--- src/hdl/meter_cmd_pkg.sv ---
// Shared constants and types for the meter command and status engine
package meter_cmd_pkg;
   // Register byte addresses on the APB window
   localparam logic [7:0] ADDR_CMD     = 8'h00;
   localparam logic [7:0] ADDR_RESP    = 8'h04;
   localparam logic [7:0] ADDR_STATUS  = 8'h08;
   localparam logic [7:0] ADDR_FUNC    = 8'h0c;
   localparam logic [7:0] ADDR_MAKER   = 8'h10;
   localparam logic [7:0] ADDR_MODEL   = 8'h14;
   localparam logic [7:0] ADDR_SERIAL  = 8'h18;
   localparam logic [7:0] ADDR_VERSION = 8'h1c;
   // Event status register bit positions
   localparam int ESR_OPC = 0;
   localparam int ESR_QYE = 2;
   localparam int ESR_EXE = 4;
   localparam int ESR_CME = 5;
   localparam int ESR_PON = 7;
   // Status byte bit positions
   localparam int STB_MAV = 4;
   localparam int STB_ESB = 5;
   localparam int STB_MSS = 6;
   // Values after power-up and argument limits
   localparam logic [7:0]  ESR_RESET = 8'h80;
   localparam logic [7:0]  ESE_RESET = 8'h00;
   localparam logic [7:0]  SRE_RESET = 8'h00;
   localparam logic [7:0]  SRE_USED  = 8'hbf;
   localparam logic [15:0] ARG_MAX   = 16'h00ff;
   // Response kinds and fixed replies
   localparam logic [7:0] RESP_INT  = 8'h00;
   localparam logic [7:0] RESP_FUNC = 8'h01;
   localparam logic [7:0] RESP_IDN  = 8'h02;
   localparam logic [7:0] RESP_CHAR = 8'h03;
   localparam logic [7:0] OPC_REPLY = 8'h31;
   localparam logic [7:0] TST_REPLY = 8'h00;

   typedef enum logic [4:0] {
      OP_CLEAR_STATUS, OP_ESE_WRITE, OP_ESE_QUERY, OP_ESR_QUERY,
      OP_IDN_QUERY, OP_OPC, OP_OPC_QUERY, OP_RESET, OP_SRE_WRITE,
      OP_SRE_QUERY, OP_STB_QUERY, OP_TRIGGER, OP_TST_QUERY, OP_WAIT,
      OP_PRIMARY_SEL, OP_SECONDARY_SEL, PRIMARY_SELECTION_QUERY,
      SECONDARY_SELECTION_QUERY, TWO_LEAD_RESISTANCE,
      FOUR_LEAD_RESISTANCE, SECONDARY_READING_CLEAR
   } opcode_t;

   typedef enum logic [3:0] {
      FN_NONE, AC_CURRENT_SEL, AC_PLUS_DC_CURRENT_SEL, DC_CURRENT_SEL,
      CONTINUITY_SEL, DIODE_SEL, CYCLE_RATE_SEL, RESISTANCE_SEL,
      AC_VOLTAGE_SEL, AC_PLUS_DC_VOLTAGE_SEL, DC_VOLTAGE_SEL
   } func_t;

   typedef struct packed {
      logic [15:0] arg;
      logic [6:0]  pad_hi;
      logic        first;
      logic [2:0]  pad_lo;
      opcode_t     op;
   } cmd_t;

   typedef struct packed {
      logic [7:0] kind;
      logic [7:0] value;
   } resp_t;

   typedef struct packed {
      logic [7:0]  ese;
      logic [7:0]  sre;
      logic [7:0]  esr;
      logic        event_summary_bit;
      func_t       prim;
      func_t       sec;
      logic        four_wire;
      logic        pready;
      logic        pslverr;
      logic [31:0] prdata;
      logic        trigger;
   } eng_t;
endpackage

--- src/hdl/response_slot.sv ---
// One-entry output queue holding the pending query answer
`timescale 1ns/1ps
`default_nettype none
module response_slot
   import meter_cmd_pkg::*;
(
   input  wire logic  clk_in,   // System clock
   input  wire logic  reset_in, // Synchronous reset
   input  wire logic  push_in,  // Store a new answer
   input  wire resp_t data_in,  // Answer to store
   input  wire logic  pop_in,   // Answer taken by host
   input  wire logic  clear_in, // Drop any answer
   output resp_t      data_out, // Held answer
   output logic       valid_out // Answer waiting
);
   typedef struct packed {
      resp_t data;
      logic  valid;
   } slot_t;
   slot_t cur;
   slot_t next_cur;

   // A push in the same cycle as a pop or clear wins, so no answer is lost
   always_comb begin
      next_cur = cur;
      if (pop_in || clear_in) begin
         next_cur.valid = 1'b0;
      end
      if (push_in) begin
         next_cur.valid = 1'b1;
         next_cur.data  = data_in;
      end
   end

   always_ff @(posedge clk_in) begin
      if (reset_in) begin
         cur <= '0;
      end else begin
         cur <= next_cur;
      end
   end

   assign data_out  = cur.data;
   assign valid_out = cur.valid;
endmodule // response_slot
`default_nettype wire

--- src/hdl/status_byte.sv ---
// Status byte assembly with the master summary bit
`timescale 1ns/1ps
`default_nettype none
module status_byte
   import meter_cmd_pkg::*;
(
   input  wire logic       mav_in,  // Answer waiting
   input  wire logic       esb_in,  // Event summary
   input  wire logic [7:0] sre_in,  // Service request enable
   output logic [7:0]      stb_out  // Status byte as queried
);
   logic [7:0] raw;

   // Summary bits only; unused positions stay zero
   always_comb begin
      raw          = 8'h00;
      raw[STB_MAV] = mav_in;
      raw[STB_ESB] = esb_in;
      stb_out      = raw;
      stb_out[STB_MSS] = |(raw & sre_in & SRE_USED);
   end
endmodule // status_byte
`default_nettype wire

--- src/hdl/meter_cmd_engine.sv ---
// Common command and function select engine behind an APB slave
//
// Functional notes
// - Clear status empties the event register and the event summary.
// - Clear status drops the waiting answer only when first in line.
// - Event enable write loads the 8-bit mask from its argument.
// - Enable write argument above 255 raises execution error, no load.
// - Event enable query returns the mask as last written.
// - Event status query returns the register, then clears it.
// - Identity query answers maker, model, serial and versions.
// - Operation complete command sets the operation complete bit.
// - Operation complete query queues an ASCII one.
// - Reset command repeats the power-up initialisation.
// - Service enable write loads its argument, discarding bit 6.
// - Service enable query always shows bit 6 as zero.
// - Status byte query returns bit 6 as the master summary bit.
// - Trigger command starts one measurement.
// - Selection queries return the active function's select code.
// - Secondary query with no secondary function is an execution error.
// - Lead count switches only while resistance is selected.
// - Secondary reading clear empties the secondary display.
// - AC plus DC functions are selectable on the primary only.
// - Enabled event rising sets event summary; read or clear drops it.
// - Master summary is set while any enabled status bit is set.
// - Understood but impossible commands set execution error bit 4.
//
// Design decisions made here: the APB interface to the registers and the address map.
`timescale 1ns/1ps
`default_nettype none
module meter_cmd_engine
   import meter_cmd_pkg::*;
#(
   parameter logic [31:0] MAKER_CODE   = 32'h0000_0a51, // Arbitrary
   parameter logic [31:0] MODEL_CODE   = 32'h0000_0b62, // Arbitrary
   parameter logic [31:0] SERIAL_BCD   = 32'h0123_4567, // Arbitrary
   parameter logic [31:0] VERSION_CODE = 32'h0001_0001  // Arbitrary
)(
   input  wire logic        clk_in,      // 10 MHz system clock
   input  wire logic        reset_in,    // Synchronous power-up reset
   input  wire logic        psel_in,     // APB select
   input  wire logic        penable_in,  // APB access phase
   input  wire logic        pwrite_in,   // APB write
   input  wire logic [7:0]  paddr_in,    // APB byte address
   input  wire logic [31:0] pwdata_in,   // APB write data
   output logic [31:0]      prdata_out,  // APB read data
   output logic             pready_out,  // APB ready
   output logic             pslverr_out, // APB error
   output logic             trigger_out  // One-cycle measurement start
);
   eng_t       cur;
   eng_t       next_cur;
   cmd_t       cmd;
   resp_t      q_data;
   resp_t      push_data;
   logic       q_valid;
   logic       push;
   logic       pop;
   logic       clear_q;
   logic [7:0] stb;
   logic [7:0] ev;
   logic [7:0] esr_base;
   logic       esr_read;
   logic       wr_cmd;
   logic       rd_resp;
   logic       setup;
   logic       done;

   // Values the status and function registers take at power-up and on the reset command
   function automatic eng_t power_up(input eng_t keep);
      eng_t r;
      r           = keep;
      r.ese       = ESE_RESET;
      r.sre       = SRE_RESET;
      r.esr       = ESR_RESET;
      r.event_summary_bit       = 1'b0;
      r.prim      = DC_VOLTAGE_SEL;
      r.sec       = FN_NONE;
      r.four_wire = 1'b0;
      return r;
   endfunction

   // Only these functions have a secondary display form
   function automatic logic sec_capable(input func_t f);
      return f inside {AC_CURRENT_SEL, DC_CURRENT_SEL, CYCLE_RATE_SEL,
                       RESISTANCE_SEL, AC_VOLTAGE_SEL, DC_VOLTAGE_SEL};
   endfunction

   function automatic logic addr_ok(input logic [7:0] a, input logic w);
      if (w) begin
         return a == ADDR_CMD;
      end
      return a[7:5] == 3'h0 && a[1:0] == 2'h0;
   endfunction

   function automatic resp_t int_resp(input logic [7:0] v);
      return '{kind: RESP_INT, value: v};
   endfunction

   response_slot u_slot (
      .clk_in   (clk_in),
      .reset_in (reset_in),
      .push_in  (push),
      .data_in  (push_data),
      .pop_in   (pop),
      .clear_in (clear_q),
      .data_out (q_data),
      .valid_out(q_valid)
   );

   status_byte u_stb (
      .mav_in (q_valid),
      .esb_in (cur.event_summary_bit),
      .sre_in (cur.sre),
      .stb_out(stb)
   );

   // Bus phase decode; a transfer completes one cycle after its setup
   assign setup   = psel_in & ~penable_in;
   assign done    = psel_in & penable_in & cur.pready;
   assign cmd     = cmd_t'(pwdata_in);
   assign wr_cmd  = done & pwrite_in & (paddr_in == ADDR_CMD);
   assign rd_resp = done & ~pwrite_in & (paddr_in == ADDR_RESP);

   // Command execution, bus answer and event bookkeeping
   always_comb begin
      next_cur         = cur;
      ev               = 8'h00;
      push             = 1'b0;
      push_data        = '0;
      pop              = 1'b0;
      clear_q          = 1'b0;
      esr_read         = 1'b0;
      next_cur.trigger = 1'b0;
      next_cur.pready  = setup;
      next_cur.pslverr = setup & ~addr_ok(paddr_in, pwrite_in);
      if (setup) begin
         case (paddr_in)
            ADDR_RESP:    next_cur.prdata = q_valid ?
                                            {16'h0000, q_data} : 32'h0;
            ADDR_STATUS:  next_cur.prdata = {cur.esr, cur.sre & SRE_USED,
                                             cur.ese, stb};
            ADDR_FUNC:    next_cur.prdata = {22'h0, cur.sec != FN_NONE,
                                             cur.four_wire, cur.sec,
                                             cur.prim};
            ADDR_MAKER:   next_cur.prdata = MAKER_CODE;
            ADDR_MODEL:   next_cur.prdata = MODEL_CODE;
            ADDR_SERIAL:  next_cur.prdata = SERIAL_BCD;
            ADDR_VERSION: next_cur.prdata = VERSION_CODE;
            default:      next_cur.prdata = 32'h0;
         endcase
      end
      // Reading an empty answer slot is a query error
      if (rd_resp) begin
         pop         = q_valid;
         ev[ESR_QYE] = ~q_valid;
      end
      if (wr_cmd) begin
         case (cmd.op)
            OP_CLEAR_STATUS: begin
               esr_read = 1'b1;
               clear_q  = cmd.first;
            end
            OP_ESE_WRITE, OP_SRE_WRITE: begin
               if (cmd.arg > ARG_MAX) begin
                  ev[ESR_EXE] = 1'b1;
               end else if (cmd.op == OP_ESE_WRITE) begin
                  next_cur.ese = cmd.arg[7:0];
               end else begin
                  next_cur.sre = cmd.arg[7:0] & SRE_USED;
               end
            end
            OP_ESE_QUERY: begin
               push      = 1'b1;
               push_data = int_resp(cur.ese);
            end
            OP_ESR_QUERY: begin
               push      = 1'b1;
               push_data = int_resp(cur.esr);
               esr_read  = 1'b1;
            end
            OP_IDN_QUERY: begin
               // Fields are read from the four identity words
               push      = 1'b1;
               push_data = '{kind: RESP_IDN, value: 8'h04};
            end
            OP_OPC: ev[ESR_OPC] = 1'b1;
            OP_OPC_QUERY: begin
               push      = 1'b1;
               push_data = '{kind: RESP_CHAR, value: OPC_REPLY};
            end
            OP_RESET: begin
               next_cur = power_up(next_cur);
               clear_q  = 1'b1;
            end
            OP_SRE_QUERY: begin
               push      = 1'b1;
               push_data = int_resp(cur.sre & SRE_USED);
            end
            OP_STB_QUERY: begin
               push      = 1'b1;
               push_data = int_resp(stb);
            end
            OP_TRIGGER: next_cur.trigger = 1'b1;
            OP_TST_QUERY: begin
               push      = 1'b1;
               push_data = int_resp(TST_REPLY);
            end
            OP_WAIT: ;
            OP_PRIMARY_SEL: begin
               if (func_t'(cmd.arg[3:0]) inside {[AC_CURRENT_SEL :
                                                  DC_VOLTAGE_SEL]}) begin
                  next_cur.prim = func_t'(cmd.arg[3:0]);
               end else begin
                  ev[ESR_EXE] = 1'b1;
               end
            end
            OP_SECONDARY_SEL: begin
               if (sec_capable(func_t'(cmd.arg[3:0]))) begin
                  next_cur.sec = func_t'(cmd.arg[3:0]);
               end else begin
                  ev[ESR_EXE] = 1'b1;
               end
            end
            PRIMARY_SELECTION_QUERY: begin
               push      = 1'b1;
               push_data = '{kind: RESP_FUNC,
                             value: {4'h0, cur.prim}};
            end
            SECONDARY_SELECTION_QUERY: begin
               if (cur.sec == FN_NONE) begin
                  ev[ESR_EXE] = 1'b1;
               end else begin
                  push      = 1'b1;
                  push_data = '{kind: RESP_FUNC,
                                value: {4'h0, cur.sec}};
               end
            end
            TWO_LEAD_RESISTANCE, FOUR_LEAD_RESISTANCE: begin
               if (cur.prim == RESISTANCE_SEL) begin
                  next_cur.four_wire = cmd.op == FOUR_LEAD_RESISTANCE;
               end else begin
                  ev[ESR_EXE] = 1'b1;
               end
            end
            SECONDARY_READING_CLEAR: next_cur.sec = FN_NONE;
            default: ev[ESR_CME] = 1'b1;
         endcase
      end
      // New events are set after any clear, so a same-cycle event survives
      esr_base     = esr_read ? 8'h00 : next_cur.esr;
      next_cur.esr = esr_base | ev;
      if (|(ev & next_cur.ese & ~esr_base)) begin
         next_cur.event_summary_bit = 1'b1;
      end else if (esr_read) begin
         next_cur.event_summary_bit = 1'b0;
      end
   end

   // Single state register; reset leaves the bus idle
   always_ff @(posedge clk_in) begin
      if (reset_in) begin
         cur <= power_up('0);
      end else begin
         cur <= next_cur;
      end
   end

   assign prdata_out  = cur.prdata;
   assign pready_out  = cur.pready;
   assign pslverr_out = cur.pslverr;
   assign trigger_out = cur.trigger;
endmodule // meter_cmd_engine
`default_nettype wire

--- config.mk ---
export PLATFORM = sky130hd
export DESIGN_NAME = meter_cmd_engine
export DESIGN_NICKNAME = d
export VERILOG_FILES = /design/src/hdl/meter_cmd_pkg.sv /design/src/hdl/response_slot.sv /design/src/hdl/status_byte.sv /design/src/hdl/meter_cmd_engine.sv
export SDC_FILE = /design/constraint.sdc
export NUM_CORES = 1
export LEC_CHECK = 0
export BUFFER_PORTS_ARGS = -buffer_cell sky130_fd_sc_hd__buf_2
export CAP_MARGIN = 20
export CORE_MARGIN = 2
export CORE_UTILIZATION = 50
export DETAILED_ROUTE_END_ITERATION = 7
export GPL_ROUTABILITY_DRIVEN = 0
export HOLD_SLACK_MARGIN = 0.12
export PLACE_DENSITY = 0.7
export SLEW_MARGIN = 20
export SYNTH_ARGS = -nofsm -noshare
export SYNTH_HDL_FRONTEND = slang
export SYNTH_HIERARCHICAL = 1
export SYNTH_SLANG_ARGS = --single-unit
--- constraint.sdc ---
create_clock -name clk_in -period 3.32 [get_ports clk_in]
set_input_delay 0.664 -clock clk_in [delete_from_list [all_inputs] [get_ports clk_in]]
set_output_delay 0.664 -clock clk_in [all_outputs]
set_load 0.1 [all_outputs]
Word level (Yosys, flattened, before mapping)
Cells that the tools add are included.
Cells by class
  magnitude comparators: 3
  equal/unequal tests: 39
  reductions and logical operators: 31
  bitwise gates (word level): 18
  mux-type cells: 46
Operators by type and width (number)
  case mux 32 bit (7 select lines): 1
  case mux 10 bit (8 select lines): 1
  2-to-1 mux 69 bit: 1
  == test 5 x 4 -> 1 bit, second input constant: 8
  == test 8 x 5 -> 1 bit, second input constant: 4
  2-to-1 mux 32 bit: 1
  case mux 16 bit (2 select lines): 1
  == test 5 bit, second input constant: 5
  2-to-1 mux 1 bit: 24
  2-to-1 mux 8 bit: 3
  OR reduction 21 bit: 1
  == test 5 x 3 -> 1 bit, second input constant: 4
  2-to-1 mux 10 bit: 2
  2-to-1 mux 9 bit: 2
  AND 6 x 8 -> 8 bit: 2
  == test 8 x 4 -> 1 bit, second input constant: 2
  > comparator 16 x 8 -> 1 bit, second input constant: 1
  2-to-1 mux 16 bit: 1
  case mux 4 bit (2 select lines): 2
  OR reduction 8 bit: 2
  == test 4 x 3 -> 1 bit, second input constant: 3
  == test 5 x 2 -> 1 bit, second input constant: 2
  != test 2 bit, second input constant: 5
  nonzero test 2 bit: 5
  31 further kinds: 54
Storage, ports and cells
  input bits: 45
  output and inout port bits: 35
  logic and storage cells: 151
  flip-flop bits (word level): 80

Longest topological paths before layout
  word-level depth: 12
  gate-level depth with buffers: 11
  depth with buffers taken out: 8

By module
Netlist, hierarchy kept.
By module, submodules not included
  meter_cmd_engine: cells each 525, times used 1, area each 4006.3 sq um, seq. area each 1341.3 sq um
  response_slot: cells each 56, times used 1, area each 619.3 sq um, seq. area each 340.3 sq um
  status_byte: cells each 9, times used 1, area each 65.1 sq um, seq. area each 0.0 sq um

Worst setup path after synthesis
No wires, ideal clock.
  path kind: register to register
  start: register cur (netlist bit pready_out)
  end: register u_slot.cur (netlist bit u_slot/data_out[9])
  data arrival time: 2.574 ns
  library setup time: 0.117 ns
  data required time: 3.203 ns
  clock period less this slack: 2.691 ns
  cell stages (with the launch flop): 8
  path slack: 0.629 ns
  path buffers: 2
  cell sequence: dfxtp_1 -> nand4_1 -> or4_1 -> a21oi_1 -> buf_6 -> buf_12 -> mux2i_1 -> nor2_1
On the way
  cells in the longest elaborated chain, start to end: 4
  elaborated cells on any way between the ends: 5
  those cells by class: mux (2); bitwise (3)
RTL lines
  start, declared: RTL line meter_cmd_engine.sv:50  | eng_t cur;
  start signal, assigned: RTL line meter_cmd_engine.sv:262  | cur <= power_up('0);
  start signal, assigned: RTL line meter_cmd_engine.sv:264  | cur <= next_cur;
  AND 1 bit: RTL line meter_cmd_engine.sv:119  | assign done = psel_in & penable_in & cur.pready;
  AND 1 bit (2 in a row): RTL line meter_cmd_engine.sv:121  | assign wr_cmd = done & pwrite_in & (paddr_in == ADDR_CMD);
  2-to-1 mux 1 bit: RTL line meter_cmd_engine.sv:157  | if (wr_cmd) begin
  net push: RTL line meter_cmd_engine.sv:56  | logic push;
  end signal, assigned: RTL line response_slot.sv:39  | cur <= next_cur;
  end, declared: RTL line response_slot.sv:20  | slot_t cur;
The timed path passes the listed nets, and every way through them passes these cells.
A chain may end at the register's enable or synchronous reset.

Worst setup path after layout
  start: input paddr_in[1]
  end: register u_slot.cur (netlist bit u_slot/data_out[7])
On the way
  cells in the longest elaborated chain, start to end: 3
  elaborated cells on any way between the ends: 4
  those cells by class: mux (2); bitwise (1); reduce/logical (1)
RTL lines
  start, declared: RTL line meter_cmd_engine.sv:43  | input wire logic [7:0] paddr_in,
  zero test 8 bit: RTL line meter_cmd_engine.sv:121
  AND 1 bit: RTL line meter_cmd_engine.sv:121
  2-to-1 mux 1 bit: RTL line meter_cmd_engine.sv:157
  net push: RTL line meter_cmd_engine.sv:56
The timed path passes the listed nets, and every way through them passes these cells.

==> impl_metrics.csv <==
group,metric,value,unit
drt,routed_wl,13000,um
timing,relSlewSlack,47.3,%
die,initial_core_util,51.3,%
yosys,ys_types,70,
critical_path,required,3550,ps
yosys,ys_warn_count,6,
placed_design,pre_cts_slack,310,ps
clocking,cts_buffer_depth,2,
critical_path,cp-start-kind,"input pin",
grt,grt_overflow,0,
clocking,clock-sinks,84,
outcome,status,"complete, no violations",
pwr,cellLeakagePower,1.72,nW
die,fp.dieH,101,um
critical_path,reg2reg_to,"u_slot/data_out[7]",
placed_design,place_inst,711,
drt,drc,0,
yosys,avgSynthCellArea,7.95,um^2
critical_path,crit_slowest_cell,"or4_1",
drt,drt_iter0_drc,498,
yosys,postSynthCellCount,590,
timing,worst_pin_slew,783,ps
timing,rsz0062_at_grt,"no",
grt,grt_pass1_wl,20700,um
clocking,cts_buffers,9,
grt,antenna_found_initial,0,
clocking,cts_root_buf,"clkbuf_8",
critical_path,cpPeakStageDelay,720,ps
critical_path,worstRegToRegCells,6,
worst_hold_path,min_to,"prdata_out[2]",
clocking,hold_buffers,0,
timing,period_share,79.9,%
drt,final_antenna_net_count,0,
clocking,cts_tree,"yes",
finish,fin_area,5010,um^2
timing,hold_viol,0,
finish,fin_cells,727,
die,io_pins,80,
placed_design,io_buffers,68,
placed_design,hpwl,9290,um
die,core_region_area,9150,um^2
critical_path,critPathArrivalTime,2880,ps
finish,utilization,54.7,%
worst_hold_path,hp-class,"register to register",
yosys,async_flop_share,0,%
timing,layout_setup_ws,669,ps
pwr,power_density,371,nW/um^2
drt,routed_via_density,6.16,
timing,skew,11.7,ps
finish,syn2layout_area_growth,6.78,%
critical_path,critPathKind,"input pin to register",
finish,diodes,0,
clocking,clk_pin_slew,80,ps
die,fp.dieW,101,um
clocking,cts_resized,0,
die,fp.dieArea,10200,um^2
grt,grt_max_degree,58,
critical_path,worstPathCellList,"buf_2, or4_1, or4_1, a21oi_2, buf_12, mux2i_1, nor2_1",
critical_path,endpoint_kind,"register",
timing,finalSetupViolations,0,
timing,slew_viol_final,0,
clocking,post-cts-setup-buffers,0,
drt,dr.pass1.iters,8,
timing,layout_min_cycle_time,2650,ps
yosys,yosysSeqAreaShare,35.8,%
timing,fmax,377,MHz
clocking,insertion_delay,370,ps
yosys,synth-main-ff-cell,"dfxtp_1",
grt,grt_pass1_vias,4028,
run,cap_violations,0,
finish,final_common_cell,"dfxtp_1",
clocking,cts.htree.levels,3,
critical_path,crit_top_cell,"or4_1",
drt,vias,4480,
yosys,synth-edff-count,0,
worst_hold_path,hold_path_depth,2,
finish,nets,656,
finish,final_cell_mix,"dfxtp_1, buf_2, nor2_1, nand2_1, a21oi_1",
worst_hold_path,hp-start,"prdata_out[2]",
yosys,ys_ff_latch,84,
finish,drive_gt1_share,18.2,%
drt,wire_per_inst,17.8,um
placed_design,placed_cell_area,4830,um^2
die,rows,35,
timing,fin_setup_tns,0,ps
yosys,syn_area,4690,um^2
pwr,peakVddDrop,229,uV
critical_path,reg2reg_slack,1200,ps
critical_path,reg2reg_from,"pready_out",
grt,grt_usage,26.2,%
critical_path,cp_max_fo,17,
==> layer usage <==
layer	vias up	track usage (%)	wire length (um)
li1	2113	-	-
met5	-	0	0
met4	0	10.3	412
met2	254	40.4	5750
met3	39	6.03	1240
met1	2074	35.5	5560
==> worst max-delay path, delay by kind of cell <==
kind	cells	cell delay, ps
compound gates	1	230
simple gates	3	1470
buf+inv	2	290
mux	1	210
==> synthesized netlist by cell type (all sizes together), types with 2 or more instances <==
cell type / count / share of area (%)
or2: 2 / 0.27
o22ai: 4 / 0.53
or4: 3 / 0.48
nand3: 20 / 2.2
o21bai: 3 / 0.48
o21ai: 23 / 2.5
xnor2: 2 / 0.37
nand4b: 2 / 0.37
a211oi: 3 / 0.48
nand3b: 3 / 0.48
nor3b: 2 / 0.32
nand2: 61 / 4.9
and2: 7 / 0.99
buf: 52 / 8.2
conb: 2 / 0.16
inv: 6 / 0.48
a22o: 8 / 1.5
nand4: 5 / 0.67
a21oi: 54 / 5.8
a31oi: 8 / 1.1
nor2b: 9 / 1.2
a2111oi: 3 / 0.56
or4b: 2 / 0.43
a22oi: 37 / 6.0
nand2b: 10 / 1.3
o21a: 4 / 0.64
clkbuf: 28 / 2.2
nor3: 12 / 1.5
or3: 4 / 0.53
a21o: 4 / 0.64
or3b: 3 / 0.56
mux2i: 20 / 4.3
o211ai: 3 / 0.48
nor4: 10 / 2.0
dfxtp: 84 / 36
o31ai: 2 / 0.32
a2bb2oi: 2 / 0.37
nor2: 65 / 5.3
==> worst max-delay path by stage <==
| stage | start | end | slack, ps | depth (start not counted) |
|---|---|---|---|---|
| finish | paddr_in[1] | u_slot/data_out[7] | 670 | 7 |
| global route | paddr_in[1] | u_slot/data_out[11] | 610 | 7 |
| CTS | paddr_in[1] | u_slot/data_out[7] | 690 | 7 |
| detailed placement | paddr_in[1] | u_slot/data_out[7] | 310 | 7 |
| global placement | paddr_in[1] | u_slot/data_out[7] | 360 | 7 |
| floorplan | pready_out | u_slot/data_out[9] | 630 | 7 |
==> where the power goes <==
part	internal (W)	total, W	switching [W]
Combinational	0.0000505	0.000174	0.000123
Sequential	0.00101	0.00101	0.000000519
Clock	0.000277	0.000674	0.000397
Total	0.00133	0.00186	0.000521
==> metrics by stage <==
step	power [W]	hold WS, ps
floorplan	0.00115	432
global placement	0.00120	436
detailed placement	0.00120	442
CTS	0.00186	454
global route	0.00192	467
finish	0.00186	451
==> sequential cells by signal, indices dropped and copies added, names as in the netlist <==
signal / flops
cur: 33
prdata_out: 31
pready_out: 1
pslverr_out: 1
trigger_out: 1
u_slot/data_out: 16
u_slot/valid_out: 1
==> layout make-up <==
class,instances,area [um^2]
sequential,84,1680
tap,111,139
inverter,6,22.5
clock inverter,6,48.8
clock buffer,10,128
multi-input combinational,430,2550
fill,881,4140
timing repair buffer,80,443
==> cell families (layout without fill, tap and decap cells) <==
family	Yosys count	count (layout)	share of synthesized area [%]
XOR/XNOR	3	3	0.560
flip-flops	84	84	35.8
other	2	12	0.160
AO/OA/AOI/OAI	169	169	23.5
AND/OR/NAND/NOR	226	226	24.8
multiplexers	20	20	4.27
buffers and inverters	86	102	10.9
No activity file was read; power rests on OpenSTA's default activity.
